$ cat src/txq_cfg.svh
/*
 * Constants of the transmit queue block: register offsets, field positions,
 * command codes and reset values.
 * Assumes byte addresses on an 8-bit Wishbone address, one 32-bit word each.
 */
// Behaviour
// - Allocate command reserves requested bytes of RAM
// - Success sets allocation flag and result number
// - Enqueue pushes packet number into transmit FIFO
// - Enqueued packet proceeds without host help
// - Start only with enable and deferral permission; full_duplex_i starts without deferral permission
// - Completion writes status word into packet memory
// - Completion moves number to completion FIFO
// - Transmit interrupt while completion FIFO non-empty
// - Failure interrupts, clears enable, halts, shows number
// - Status word readable after number is written
// - Release command returns packet pages to pool
// - Acknowledge write pops completion FIFO
`ifndef TXQ_CFG_SVH
`define TXQ_CFG_SVH

`define OFS_CMD          8'h00
`define OFS_ALLOC_RES    8'h04
`define OFS_PKT_NUM      8'h08
`define OFS_FIFO_PORTS   8'h0c
`define OFS_INT_STATUS   8'h10
`define OFS_INT_MASK     8'h14
`define OFS_TX_ACK       8'h18
`define OFS_TX_CTRL      8'h1c
`define OFS_STATUS_WORD  8'h20
`define OFS_LINK_STATUS  8'h24
`define OFS_FREE_PAGES   8'h28

`define CMD_CODE_LSB     0
`define CMD_LEN_LSB      8
`define CMD_ALLOC        3'h1
`define CMD_ENQUEUE      3'h2
`define CMD_RELEASE      3'h3

`define INT_ALLOC        0
`define INT_TX           1
`define INT_TX_FAIL      2
`define INT_TX_EMPTY     3

`define RES_FAIL_BIT     7
`define PORTS_TX_LSB     8
`define PORTS_CEMPTY_BIT 7
`define PORTS_TEMPTY_BIT 15
`define TCR_TX_ENABLE    0

`define RST_TX_ENABLE    1'b0
`define RST_INT_MASK     4'h0
// Packed fail and number fields: fail set, number zero
`define RST_ALLOC_RES    7'h40
`define PAGE_SHIFT       8

`endif

$ cat src/txq_pkg.sv
/*
 * Types shared by the transmit queue block.
 * Assumes txq_cfg.svh supplies the numeric constants.
 */
`default_nettype none

package txq_pkg;

    typedef enum logic [1:0] {
        MAC_IDLE = 2'b00,
        MAC_BUSY = 2'b01,
        MAC_HALT = 2'b10
    } mac_state_t;

    typedef struct packed {
        logic        fail;
        logic [15:0] status;
    } mac_result_t;

    typedef struct packed {
        logic       fail;
        logic [5:0] pkt;
    } alloc_result_t;

endpackage

`default_nettype wire

$ cat src/tx_queue_manual_release.sv
/*
 * Transmit queue manager with manual release: page allocation, transmit
 * FIFO, completion FIFO, status write-back, interrupts, Wishbone registers.
 * Assumes a MAC that takes mac_start_o and answers with one mac_done_i pulse.
 */
`include "txq_cfg.svh"
`default_nettype none

module tx_queue_manual_release
    import txq_pkg::*;
#(
    parameter int NPKT   = 32,
    parameter int NPAGES = 32
) (
    input  wire logic        clk_i,
    input  wire logic        rst_i,
    input  wire logic [7:0]  wb_adr_i,
    input  wire logic [31:0] wb_dat_i,
    input  wire logic [3:0]  wb_sel_i,
    input  wire logic        wb_we_i,
    input  wire logic        wb_cyc_i,
    input  wire logic        wb_stb_i,
    output var  logic [31:0] wb_dat_o,
    output var  logic        wb_ack_o,
    output logic             irq_o,
    input  wire logic        full_duplex_i,
    input  wire logic        defer_ok_i,
    output logic             mac_start_o,
    output var  logic [5:0]  mac_pkt_o,
    input  wire logic        mac_done_i,
    input  wire mac_result_t mac_result_i
);

    localparam int PW = $clog2(NPKT);
    localparam int CW = $clog2(NPAGES + 1);

    generate
        if (NPKT < 2 || NPKT > 64 || (NPKT & (NPKT - 1)) != 0 || NPAGES < 1 || NPAGES > 255)
        begin : g_bad
            $error("tx_queue_manual_release: unsupported NPKT or NPAGES");
        end
    endgenerate

    ////////////////////////////////////////////////////////////////////////////
    // Bus decode

    logic          acc;
    logic          wr;
    logic [2:0]    cmd_code;
    logic [15:0]   cmd_len;
    logic          wr_cmd;
    logic          do_alloc;
    logic          do_enq;
    logic          do_rel;
    logic          wr_pkt;
    logic          wr_ack;
    logic          wr_int;
    logic          wr_mask;
    logic          wr_tcr;

    assign acc      = wb_cyc_i & wb_stb_i & ~wb_ack_o;
    assign wr       = acc & wb_we_i & wb_sel_i[0];
    assign cmd_code = wb_dat_i[`CMD_CODE_LSB +: 3];
    assign cmd_len  = wb_dat_i[`CMD_LEN_LSB +: 16];
    assign wr_cmd   = wr & (wb_adr_i == `OFS_CMD);
    assign do_alloc = wr_cmd & (cmd_code == `CMD_ALLOC);
    assign do_enq   = wr_cmd & (cmd_code == `CMD_ENQUEUE);
    assign do_rel   = wr_cmd & (cmd_code == `CMD_RELEASE);
    assign wr_pkt   = wr & (wb_adr_i == `OFS_PKT_NUM);
    assign wr_ack   = wr & (wb_adr_i == `OFS_TX_ACK);
    assign wr_int   = wr & (wb_adr_i == `OFS_INT_STATUS);
    assign wr_mask  = wr & (wb_adr_i == `OFS_INT_MASK);
    assign wr_tcr   = wr & (wb_adr_i == `OFS_TX_CTRL);

    ////////////////////////////////////////////////////////////////////////////
    // Page allocation

    logic [NPKT-1:0] in_use;
    logic [8:0]      pages_of [NPKT];
    logic [CW-1:0]   free_pages;
    alloc_result_t   alloc_res;
    logic [PW-1:0]   pkt_num;

    logic [8:0]      need_pages;
    logic [PW-1:0]   free_slot;
    logic            slot_found;
    logic            alloc_ok;
    logic            rel_ok;

    assign need_pages = 9'((17'(cmd_len) + 17'(255)) >> `PAGE_SHIFT);

    always_comb
    begin
        free_slot  = '0;
        slot_found = 1'b0;
        for (int i = NPKT - 1; i >= 0; i--)
        begin
            if (!in_use[i])
            begin
                free_slot  = PW'(i);
                slot_found = 1'b1;
            end
        end
    end

    assign alloc_ok = do_alloc & slot_found & (need_pages <= 9'(free_pages));
    assign rel_ok   = do_rel & in_use[pkt_num];

    always_ff @(posedge clk_i)
    begin
        if (rst_i)
        begin
            in_use     <= '0;
            free_pages <= CW'(NPAGES);
            alloc_res  <= `RST_ALLOC_RES;
        end
        else
        begin
            if (rel_ok)
            begin
                in_use[pkt_num] <= 1'b0;
                free_pages      <= free_pages + CW'(pages_of[pkt_num]);
            end
            else if (alloc_ok)
            begin
                in_use[free_slot] <= 1'b1;
                free_pages        <= free_pages - CW'(need_pages);
            end
            if (do_alloc)
            begin
                alloc_res.fail <= ~alloc_ok;
                alloc_res.pkt  <= 6'(free_slot);
            end
        end
    end

    always_ff @(posedge clk_i)
    begin
        if (alloc_ok && !rel_ok)
        begin
            pages_of[free_slot] <= need_pages;
        end
    end

    ////////////////////////////////////////////////////////////////////////////
    // Transmit FIFO and completion FIFO

    logic [PW-1:0] txq [NPKT];
    logic [PW-1:0] cmpq [NPKT];
    logic [PW:0]   tx_wp;
    logic [PW:0]   tx_rp;
    logic [PW:0]   cq_wp;
    logic [PW:0]   cq_rp;
    logic          tx_empty;
    logic          tx_full;
    logic          cq_empty;
    logic          cq_full;
    logic          tx_push;
    logic          tx_pop;
    logic          cq_pop;
    logic [PW-1:0] tx_head;
    logic [PW-1:0] cq_head;

    assign tx_empty = (tx_wp == tx_rp);
    assign tx_full  = (tx_wp == {~tx_rp[PW], tx_rp[PW-1:0]});
    assign cq_empty = (cq_wp == cq_rp);
    assign cq_full  = (cq_wp == {~cq_rp[PW], cq_rp[PW-1:0]});
    assign tx_head  = txq[tx_rp[PW-1:0]];
    assign cq_head  = cmpq[cq_rp[PW-1:0]];
    assign tx_push  = do_enq & ~tx_full;
    assign cq_pop   = wr_ack & ~cq_empty;

    ////////////////////////////////////////////////////////////////////////////
    // Transmit sequencer

    mac_state_t state;
    mac_state_t next_state;
    logic       tx_enable_bit;
    logic       can_start;
    logic       done_ok;
    logic       done_fail;

    assign can_start   = tx_enable_bit & ~tx_empty & (full_duplex_i | defer_ok_i);
    assign mac_start_o = (state == MAC_IDLE) & can_start;
    assign done_ok     = (state == MAC_BUSY) & mac_done_i & ~cq_full & ~mac_result_i.fail;
    assign done_fail   = (state == MAC_BUSY) & mac_done_i & ~cq_full & mac_result_i.fail;
    assign tx_pop      = (state == MAC_BUSY) & mac_done_i & ~cq_full;

    always_comb
    begin
        next_state = state;
        case (state)
            MAC_IDLE: if (can_start) next_state = MAC_BUSY;
            MAC_BUSY: if (done_fail) next_state = MAC_HALT;
                      else if (done_ok) next_state = MAC_IDLE;
            MAC_HALT: if (tx_enable_bit) next_state = MAC_IDLE;
            default:  next_state = MAC_IDLE;
        endcase
    end

    always_ff @(posedge clk_i)
    begin
        if (rst_i)
        begin
            state         <= MAC_IDLE;
            tx_enable_bit <= `RST_TX_ENABLE;
            tx_wp         <= '0;
            tx_rp         <= '0;
            cq_wp         <= '0;
            cq_rp         <= '0;
            mac_pkt_o     <= '0;
        end
        else
        begin
            state <= next_state;
            if (done_fail)
            begin
                tx_enable_bit <= 1'b0;
            end
            else if (wr_tcr)
            begin
                tx_enable_bit <= wb_dat_i[`TCR_TX_ENABLE];
            end
            if (tx_push)
            begin
                txq[tx_wp[PW-1:0]] <= pkt_num;
                tx_wp              <= tx_wp + 1'b1;
            end
            if (tx_pop)
            begin
                cmpq[cq_wp[PW-1:0]] <= tx_head;
                cq_wp               <= cq_wp + 1'b1;
                tx_rp               <= tx_rp + 1'b1;
            end
            if (cq_pop)
            begin
                cq_rp <= cq_rp + 1'b1;
            end
            if (mac_start_o)
            begin
                mac_pkt_o <= 6'(tx_head);
            end
        end
    end

    ////////////////////////////////////////////////////////////////////////////
    // Status write-back and packet number register

    logic [15:0] status_rd;
    logic [15:0] link_side_status_reg;

    txq_status_mem #(
        .DEPTH (NPKT),
        .WIDTH (16)
    ) u_status_mem (
        .clk_i   (clk_i),
        .we_i    (tx_pop),
        .waddr_i (tx_head),
        .wdata_i (mac_result_i.status),
        .raddr_i (pkt_num),
        .rdata_o (status_rd)
    );

    always_ff @(posedge clk_i)
    begin
        if (rst_i)
        begin
            pkt_num              <= '0;
            link_side_status_reg <= '0;
        end
        else
        begin
            if (wr_pkt)
            begin
                pkt_num <= wb_dat_i[PW-1:0];
            end
            if (tx_pop)
            begin
                link_side_status_reg <= mac_result_i.status;
            end
        end
    end

    ////////////////////////////////////////////////////////////////////////////
    // Interrupts

    logic [3:0] int_stat;
    logic [3:0] int_mask;
    logic [3:0] int_set;
    logic [3:0] int_view;

    assign int_set[`INT_ALLOC]    = alloc_ok;
    assign int_set[`INT_TX]       = 1'b0;
    assign int_set[`INT_TX_FAIL]  = done_fail;
    assign int_set[`INT_TX_EMPTY] = done_ok & (tx_wp == tx_rp + 1'b1);

    assign int_view = {int_stat[3:2], ~cq_empty, int_stat[0]};
    assign irq_o    = |(int_view & int_mask);

    always_ff @(posedge clk_i)
    begin
        if (rst_i)
        begin
            int_stat <= '0;
            int_mask <= `RST_INT_MASK;
        end
        else
        begin
            int_stat <= (int_stat & ~(wr_int ? wb_dat_i[3:0] : 4'h0)) | int_set;
            if (wr_mask)
            begin
                int_mask <= wb_dat_i[3:0];
            end
        end
    end

    ////////////////////////////////////////////////////////////////////////////
    // Read mux and acknowledge

    logic [31:0] rd_data;
    logic [31:0] ports_word;

    assign ports_word = {16'h0000, tx_empty, 7'(tx_head), cq_empty, 7'(cq_head)};

    assign rd_data = (wb_adr_i == `OFS_ALLOC_RES)   ? {24'h000000, alloc_res.fail, 1'b0, alloc_res.pkt} :
                     (wb_adr_i == `OFS_PKT_NUM)     ? 32'(pkt_num) :
                     (wb_adr_i == `OFS_FIFO_PORTS)  ? ports_word :
                     (wb_adr_i == `OFS_INT_STATUS)  ? {28'h0000000, int_view} :
                     (wb_adr_i == `OFS_INT_MASK)    ? {28'h0000000, int_mask} :
                     (wb_adr_i == `OFS_TX_CTRL)     ? {31'h00000000, tx_enable_bit} :
                     (wb_adr_i == `OFS_STATUS_WORD) ? {16'h0000, status_rd} :
                     (wb_adr_i == `OFS_LINK_STATUS) ? {16'h0000, link_side_status_reg} :
                     (wb_adr_i == `OFS_FREE_PAGES)  ? 32'(free_pages) :
                     32'h00000000;

    always_ff @(posedge clk_i)
    begin
        if (rst_i)
        begin
            wb_ack_o <= 1'b0;
            wb_dat_o <= '0;
        end
        else
        begin
            wb_ack_o <= acc;
            if (acc && !wb_we_i)
            begin
                wb_dat_o <= rd_data;
            end
        end
    end

endmodule

`default_nettype wire

$ cat src/txq_status_mem.sv
/*
 * Per-packet status word store, one word per packet number.
 * Assumes a single clock; read data come out of a register one edge later.
 */
`default_nettype none

module txq_status_mem #(
    parameter int DEPTH = 64,
    parameter int WIDTH = 16
) (
    input  wire logic                     clk_i,
    input  wire logic                     we_i,
    input  wire logic [$clog2(DEPTH)-1:0] waddr_i,
    input  wire logic [WIDTH-1:0]         wdata_i,
    input  wire logic [$clog2(DEPTH)-1:0] raddr_i,
    output var  logic [WIDTH-1:0]         rdata_o
);

    logic [WIDTH-1:0] mem [DEPTH];

    always_ff @(posedge clk_i)
    begin
        if (we_i)
        begin
            mem[waddr_i] <= wdata_i;
        end
        rdata_o <= mem[raddr_i];
    end

endmodule

`default_nettype wire

$ cat config.mk
export PLATFORM = sky130hd
export DESIGN_NAME = tx_queue_manual_release
export DESIGN_NICKNAME = d
export VERILOG_FILES = /design/src/txq_pkg.sv /design/src/tx_queue_manual_release.sv /design/src/txq_status_mem.sv
export VERILOG_INCLUDE_DIRS = /design/src
export SDC_FILE = /design/constraint.sdc
export NUM_CORES = 1
export LEC_CHECK = 0
export BUFFER_PORTS_ARGS = -buffer_cell sky130_fd_sc_hd__buf_4
export CELL_PAD_IN_SITES_DETAIL_PLACEMENT = 1
export CELL_PAD_IN_SITES_GLOBAL_PLACEMENT = 2
export CORE_MARGIN = 3
export CORE_UTILIZATION = 50
export CTS_BUF_LIST = sky130_fd_sc_hd__clkbuf_8
export CTS_CLUSTER_DIAMETER = 30
export DETAILED_ROUTE_END_ITERATION = 7
export GPL_ROUTABILITY_DRIVEN = 1
export PLACE_DENSITY_LB_ADDON = 0.1
export RECOVER_POWER = 100
export SYNTH_ARGS = -nofsm -noshare
export SYNTH_HDL_FRONTEND = slang
export SYNTH_SLANG_ARGS = --single-unit
$ cat constraint.sdc
create_clock -name clk_i -period 6 [get_ports clk_i]
set_input_delay 0.3 -clock clk_i [delete_from_list [all_inputs] [get_ports clk_i]]
set_output_delay 0.3 -clock clk_i [all_outputs]
set_load 0.02 [all_outputs]
* Word level (Yosys, flattened, before mapping)
Memories as Yosys holds them, arrays and structs flattened. A register that Yosys moved wholly into a read port is not among the register bits.
Index checks and enable logic that the tools add are counted.
** Storage, ports and cells
- Register bits :: 138
- Bits in writable memories :: 1120
- Input port bits :: 69
- Output and inout port bits :: 41
- Word-level logic and storage cells :: 215
- Memories :: 4
** Cells by class
- Add/subtract/negate cells :: 7
- $lt $le $gt $ge :: 5
- Equal/unequal tests :: 23
- Muxes and demuxes :: 104
- Bitwise gates (word level) :: 43
- Reductions and logical operators :: 12
** Memory list
- u_status_mem.mem :: depth 32, width 16, read ports 1, clocked after memory_dff 1, write ports 1, line txq_status_mem.sv:19 : logic [WIDTH-1:0] mem [DEPTH];
- pages_of :: depth 32, width 9, read ports 1, clocked after memory_dff 1, write ports 1, line tx_queue_manual_release.sv:79 : logic [8:0] pages_of [NPKT];
- cmpq :: depth 32, width 5, read ports 1, clocked after memory_dff 1, write ports 1, line tx_queue_manual_release.sv:149 : logic [PW-1:0] cmpq [NPKT];
- txq :: depth 32, width 5, read ports 1, clocked after memory_dff 1, write ports 1, line tx_queue_manual_release.sv:148 : logic [PW-1:0] txq [NPKT];
** Operator list (number)
- 2-to-1 mux 5 bit :: 38
- 2-to-1 mux 16 bit :: 8
- 2-to-1 mux 32 bit :: 2
- 2-to-1 mux 1 bit :: 44
- AND 32 bit :: 1
- == test 8 x 5 -> 1 bit, second input constant :: 4
- NOT 32 bit :: 1
- OR 32 bit :: 1
- == test 6 bit :: 5
- AND 1 bit :: 26
- adder 6 x 1 -> 6 bit, second input constant :: 4
- == test 8 x 6 -> 1 bit, second input constant :: 3
- 2-to-1 mux 6 bit :: 3
- adder 16 x 8 -> 17 bit, second input constant :: 1
- == test 8 x 4 -> 1 bit, second input constant :: 2
- less-than comparator 5 x 6 -> 1 bit, second input constant :: 2
- demux 1 bit (select 5 bit) :: 2
- >= comparator 5 x 1 -> 1 bit, second input constant :: 2
- less-or-equal comparator 9 x 6 -> 1 bit :: 1
- NOT 1 bit :: 9
- AND 4 bit :: 2
- == test 8 x 3 -> 1 bit, second input constant :: 1
- logical NOT 8 bit :: 1
- 2-to-1 mux 2 bit :: 4
- 21 further kinds :: 27

* Depth between registers and ports, before layout
- Depth after elaboration :: 39
- Depth in mapped cells :: 18
- Depth with buffers taken out :: 15

* Cells and area by module
From an unflattened synthesis, not the netlist that was laid out.
** Unflattened totals
- Cell total of the unflattened synthesis :: 2923
- Area total of the unflattened synthesis :: 47973.5 µm²
** By module, submodules not included
- tx_queue_manual_release :: times used 1, cells each 1780, area each 27437.6 µm², sequential area each 18097.4 µm²
- txq_status_mem :: times used 1, cells each 1143, area each 20535.9 µm², sequential area each 15695.1 µm²

* Worst setup path before layout
OpenSTA, ideal clock, no wires.
- Kind :: input -> register
- From :: input port wb_dat_i[15]
- To :: memory pages_of[30][0] (enable)
- Data arrival time :: 4.004 ns
- Data required time :: 5.623 ns
- Setup slack :: 1.619 ns
- Cell stages on the path :: 12
- Path buffers :: 2
- Cells stage by stage :: nor4_1 -> a21oi_1 -> nand2_1 -> xnor2_1 -> ha_1 -> a21boi_0 -> o31ai_1 -> and4b_1 -> nand2b_1 -> clkbuf_1 -> buf_2 -> nor3_1
** On the way
- Cells in the longest elaborated chain, start to end :: 6
** RTL lines
- start: declaration :: line tx_queue_manual_release.sv:18 : input wire logic [31:0] wb_dat_i,
- adder 16 x 8 -> 17 bit :: line tx_queue_manual_release.sv:90 : assign need_pages = 9'((17'(cmd_len) + 17'(255)) >> `PAGE_SHIFT);
- via need_pages[4] :: line tx_queue_manual_release.sv:84 : logic [8:0] need_pages;
- less-or-equal comparator 9 x 6 -> 1 bit :: line tx_queue_manual_release.sv:106 : assign alloc_ok = do_alloc & slot_found & (need_pages <= 9'(free_pages));
- AND 1 bit :: line tx_queue_manual_release.sv:106
- logical AND 1 bit :: line tx_queue_manual_release.sv:139 : if (alloc_ok && !rel_ok)
- 2-to-1 mux 1 bit :: line tx_queue_manual_release.sv:139
- 2-to-1 mux 1 bit (not written as such) :: line tx_queue_manual_release.sv:141 : pages_of[free_slot] <= need_pages;
- end: declaration :: line tx_queue_manual_release.sv:79
The timed path passes the listed nets, and every way through them passes these cells.

==> qor_table.md <==
| Quantity | This run | Unit |
|:---|:---|:---|
| Type of the worst setup path | register to register | - |
| Count of max-cap constraint violations | 28 | - |
| Logic depth of the worst register-to-register path | 7 | - |
| Overall power of the completed layout | 18.2 | mW |
| Total of warnings raised by yosys | 0 | - |
| Sink of the worst hold path | wb_dat_o[1] | - |
| Worst Path Arrival | 5720 | ps |
| Buffers & Inverters on Critical Path | 2 | - |
| Slew Limit Headroom | -1.67 | - |
| Gr usage total | 0.254 | - |
| Combinational family with the most area after synthesis | multiplexers | - |
| Num CTS Buffers | 233 | - |
| Grt ovf | 0 | - |
| Number of clock sinks | 1176 | - |
| Slack of the critical path | 778 | ps |
| Synth Register Bits | 1176 | - |
| Maximum number of pins on one net before global-route repair | 135 | - |
| Final critical delay including setup and external delays | 5220 | ps |
| Post-synth EDFFs | 1024 | - |
| Cell breakdown of the critical path | buf_12 > mux4_2 > mux4_2 > mux2_2 > or3_1 > nor2_1 > clkbuf_1 | - |
| Total setup buffers inserted after CTS | 0 | - |
| Clock tree from TritonCTS | yes | - |
| Fill cells | 8180 | - |
| Layout cells sized above 1 | 0.256 | - |
| Resized cells post-CTS | 0 | - |
| Post-synthesis instance total | 2582 | - |
| Area of the core | 92400 | sq um |
| Xor-xnor portion of the synthesized cell area | 0.00934 | - |
| Root Buffer | sky130_fd_sc_hd__clkbuf_8 | - |
| Average cell area after synthesis | 18.2 | sq um |
| Initial antenna violation count | 3 | - |
| Cell repeated most along the worst path | sky130_fd_sc_hd__mux4_2 | - |
| Storage cell area | 33800 | sq um |
| Levels on crit path | 7 | - |
| Area Growth Syn to Fin | 16.2 | % |
| Data required time of the worst path | 6500 | ps |
| Startpoint kind of the worst setup timing path | register | - |
| Max FFs per register | 512 | - |
| Arithmetic-cell share of the synthesized area counting full adders, half adders and majority gates | 0.00630 | - |
| Number of vias in the routed layout | 25700 | - |
| Crit path max-delay cell type | sky130_fd_sc_hd__dfxtp_2 | - |
| Routed wire length per instance | 28.2 | um |
| Number of buffers between clock root and the deepest sink | 3 | - |
| Worst-path maximum fanout | 38 | - |
| Dominant register cell in the synthesized netlist | sky130_fd_sc_hd__edfxtp_1 | - |
| Maximum vdd drop | 254 | uV |
| Multi-input gate area in the final layout | 12400 | sq um |
| Placed wire-length estimate | 77300 | um |
| Global-route met2 utilization | 0.413 | - |
| Cell class contributing the biggest share of worst-path delay | multiplexers | - |
| Setup slack at placement | 977 | ps |
| Period utilisation layout | 0.870 | - |
| Wire length of the first global-routing pass | 182000 | um |
| Total Die Area | 97500 | sq um |
| Setup Skew | 38.9 | ps |
| Result of the run | finished, violations left | - |
| Setup TNS | 0 | ps |
| Synth async-reset ratio | 0 | - |
| Hold Path Class | input port to register | - |
| Number of rows created at floorplan | 111 | - |
| 1st-iter DRT viols | 2563 | - |
| Kind of capture point of the worst setup path | register | - |
| Vias per cell | 5.94 | - |
| Iteration count of the initial detailed-routing pass | 6 | - |
| Clock latency on the worst-skew pair | 900 | ps |
| Registers with the most flip-flops | u_status_mem.mem (512), pages_of (192) | - |
| Final Net Count | 2969 | - |
| RSZ-0062 raised after global routing | no | - |
| Endpoint of the lowest-slack register-to-register path | u_status_mem.mem[20][6] | - |
| Final slew viol count | 999 | - |
| # setup viols final | 0 | - |
| Input/output buffers | 78 | - |
| Synth Area in Compound Gates | 0.0399 | - |
| Clk pin slew, worst setup/hold paths | 60 | ps |
| Vias in the first global route | 27700 | - |
| Reported leakage power | 16.9 | nW |
| Unique masters post-synth | 77 | - |
| Launch instance of the worst min-delay path | wb_adr_i[7] | - |
| Antenna Nets Post-Route | 0 | - |
| Mux contribution to synthesized area | 0.150 | - |
| Max frequency | 191 | MHz |
| Reg with most FFs | u_status_mem.mem | - |
| Maximum level of the CTS H-tree | 4 | - |
| Final routed DRC violation total | 0 | - |
| Hold Vio Cnt, Final | 0 | - |
| Tightest Pin Transition | 4010 | ps |
| Met3 Use GR | 0.0474 | - |
| Violated checks | max-capacitance violations, max-slew violations | - |
| Count of pins on the block boundary | 110 | - |
| Hold path cells | 5 | - |
| Global route hottest layer | met2 | - |
| Peak per-stage delay on the critical path | 750 | ps |
| Post-detailed-routing wire length | 122000 | um |
| Area share of and/or/nand/nor cells after synthesis | 0.0566 | - |
| Register area share after synthesis | 0.721 | - |
| Starting density of the core | 0.507 | - |
| Fraction of met1 tracks used by global routing | 0.346 | - |
| Summed instance area of the synthesized netlist | 46900 | sq um |
| Die height | 312 | um |
| Power per unit of standard cell area | 334 | nW/um^2 |
| RD Place Congestion | 0.855 | - |
| R2R Setup Slk | 780 | ps |
| Die width | 312 | um |
layer usage:
metal	vias to the layer above	part of all wire
li1	11100	-
met1	13500	0.42
met2	880	0.50
met3	188	0.056
met4	0	0.029
met5	-	0
placed cells by master (no fill, tap or decap), types with 19 or more instances in the layout:
| master | n |
|---|---|
| sky130_fd_sc_hd__edfxtp_1 | 1024 |
| sky130_fd_sc_hd__mux4_2 | 290 |
| sky130_fd_sc_hd__clkbuf_8 | 240 |
| sky130_fd_sc_hd__nor2_1 | 194 |
| sky130_fd_sc_hd__dfxtp_1 | 146 |
| sky130_fd_sc_hd__nand2_1 | 111 |
| sky130_fd_sc_hd__clkbuf_1 | 80 |
| sky130_fd_sc_hd__buf_4 | 73 |
| sky130_fd_sc_hd__a22oi_1 | 69 |
| sky130_fd_sc_hd__a21oi_1 | 63 |
| sky130_fd_sc_hd__inv_1 | 61 |
| sky130_fd_sc_hd__o21ai_0 | 49 |
| sky130_fd_sc_hd__bufinv_16 | 38 |
| sky130_fd_sc_hd__clkinv_1 | 37 |
| sky130_fd_sc_hd__dlygate4sd3_1 | 36 |
| sky130_fd_sc_hd__nor3_1 | 35 |
| sky130_fd_sc_hd__nand4_1 | 33 |
| sky130_fd_sc_hd__clkinv_2 | 33 |
| sky130_fd_sc_hd__mux2i_1 | 28 |
| sky130_fd_sc_hd__clkinvlp_4 | 28 |
| sky130_fd_sc_hd__nand3_1 | 27 |
| sky130_fd_sc_hd__xor2_1 | 26 |
| sky130_fd_sc_hd__xnor2_1 | 23 |
| sky130_fd_sc_hd__ha_1 | 22 |
| sky130_fd_sc_hd__o211ai_1 | 19 |
where the power goes:
group          internal (mW)  total, mW  switching [mW]  leakage, nW
sequential              8.87       8.87         0.00349         10.6
combinational         0.0597      0.244           0.185         3.58
clock                   5.43       9.06            3.63         2.76
cell usage after synthesis, types with 22 or more instances:
cell type	number	area [sq um]
sky130_fd_sc_hd__ha_1	22	275
sky130_fd_sc_hd__dfxtp_1	152	3040
sky130_fd_sc_hd__buf_1	33	124
sky130_fd_sc_hd__clkbuf_1	83	312
sky130_fd_sc_hd__nand2_1	111	417
sky130_fd_sc_hd__nor3_1	36	180
sky130_fd_sc_hd__xnor2_1	24	210
sky130_fd_sc_hd__xor2_1	26	228
sky130_fd_sc_hd__nor2_1	205	769
sky130_fd_sc_hd__mux4_2	290	6530
sky130_fd_sc_hd__a22oi_1	69	518
sky130_fd_sc_hd__nand4_1	33	206
sky130_fd_sc_hd__edfxtp_1	1024	30700
sky130_fd_sc_hd__inv_1	24	90.1
sky130_fd_sc_hd__nand3_1	27	135
sky130_fd_sc_hd__o21ai_0	47	235
sky130_fd_sc_hd__mux2i_1	28	280
sky130_fd_sc_hd__a21oi_1	63	315
through the flow:
stage	std cells	utilization	cell area [sq um]	hold WS, ps
global route	4322	0.590	54500	81.1
global placement	3849	0.532	49100	444
finish	4323	0.590	54500	86.5
CTS	4321	0.594	54800	13.5
floorplan	2598	-	46900	399
detailed placement	3849	0.532	49100	451
worst max-delay path by stage:
stage / from / to / slack (ps)
2_1_floorplan: wb_dat_i[15] / pages_of[30][0] / 1620
3_3_place_gp: wb_dat_i[15] / pages_of[29][3] / 1070
3_5_place_dp: wb_dat_i[12] / pages_of[25][3] / 980
4_1_cts: register / u_status_mem.mem[12][3] / 1130
5_1_grt: register / u_status_mem.mem[5][9] / 490
6_report: register / u_status_mem.mem[20][6] / 780
area by class of cell:
class | count | area share
sequential | 1176 | 0.621
antenna | 2 | 0.0000919
inverter | 25 | 0.00172
clock buffer | 240 | 0.0607
clock inverter | 196 | 0.0371
tap | 1243 | 0.0286
timing repair buffer | 194 | 0.0235
multi-input combinational | 1247 | 0.228
kinds of logic after synthesis:
kind of cell / Yosys count
other: 1
XOR/XNOR: 50
AND/OR/NAND/NOR: 541
multiplexers: 335
flip-flops: 1176
buffers and inverters: 175
AO/OA/AOI/OAI: 281
adder cells (fa/ha/maj): 23
repair_timing:
action	in CTS	in global routing
hold buffers	36	0
endpoints found under the setup margin	0	0
endpoints found under the hold margin	603	0
worst register-to-register path, stage by stage (launching register included):
cell and delay (ps):
sky130_fd_sc_hd__dfxtp_2 750, sky130_fd_sc_hd__buf_12 310, sky130_fd_sc_hd__mux4_2 580, sky130_fd_sc_hd__mux4_2 500, sky130_fd_sc_hd__mux2_2 610, sky130_fd_sc_hd__or3_1 760
sky130_fd_sc_hd__nor2_1 620, sky130_fd_sc_hd__clkbuf_1 730
No activity file was read; power rests on OpenSTA's default activity.
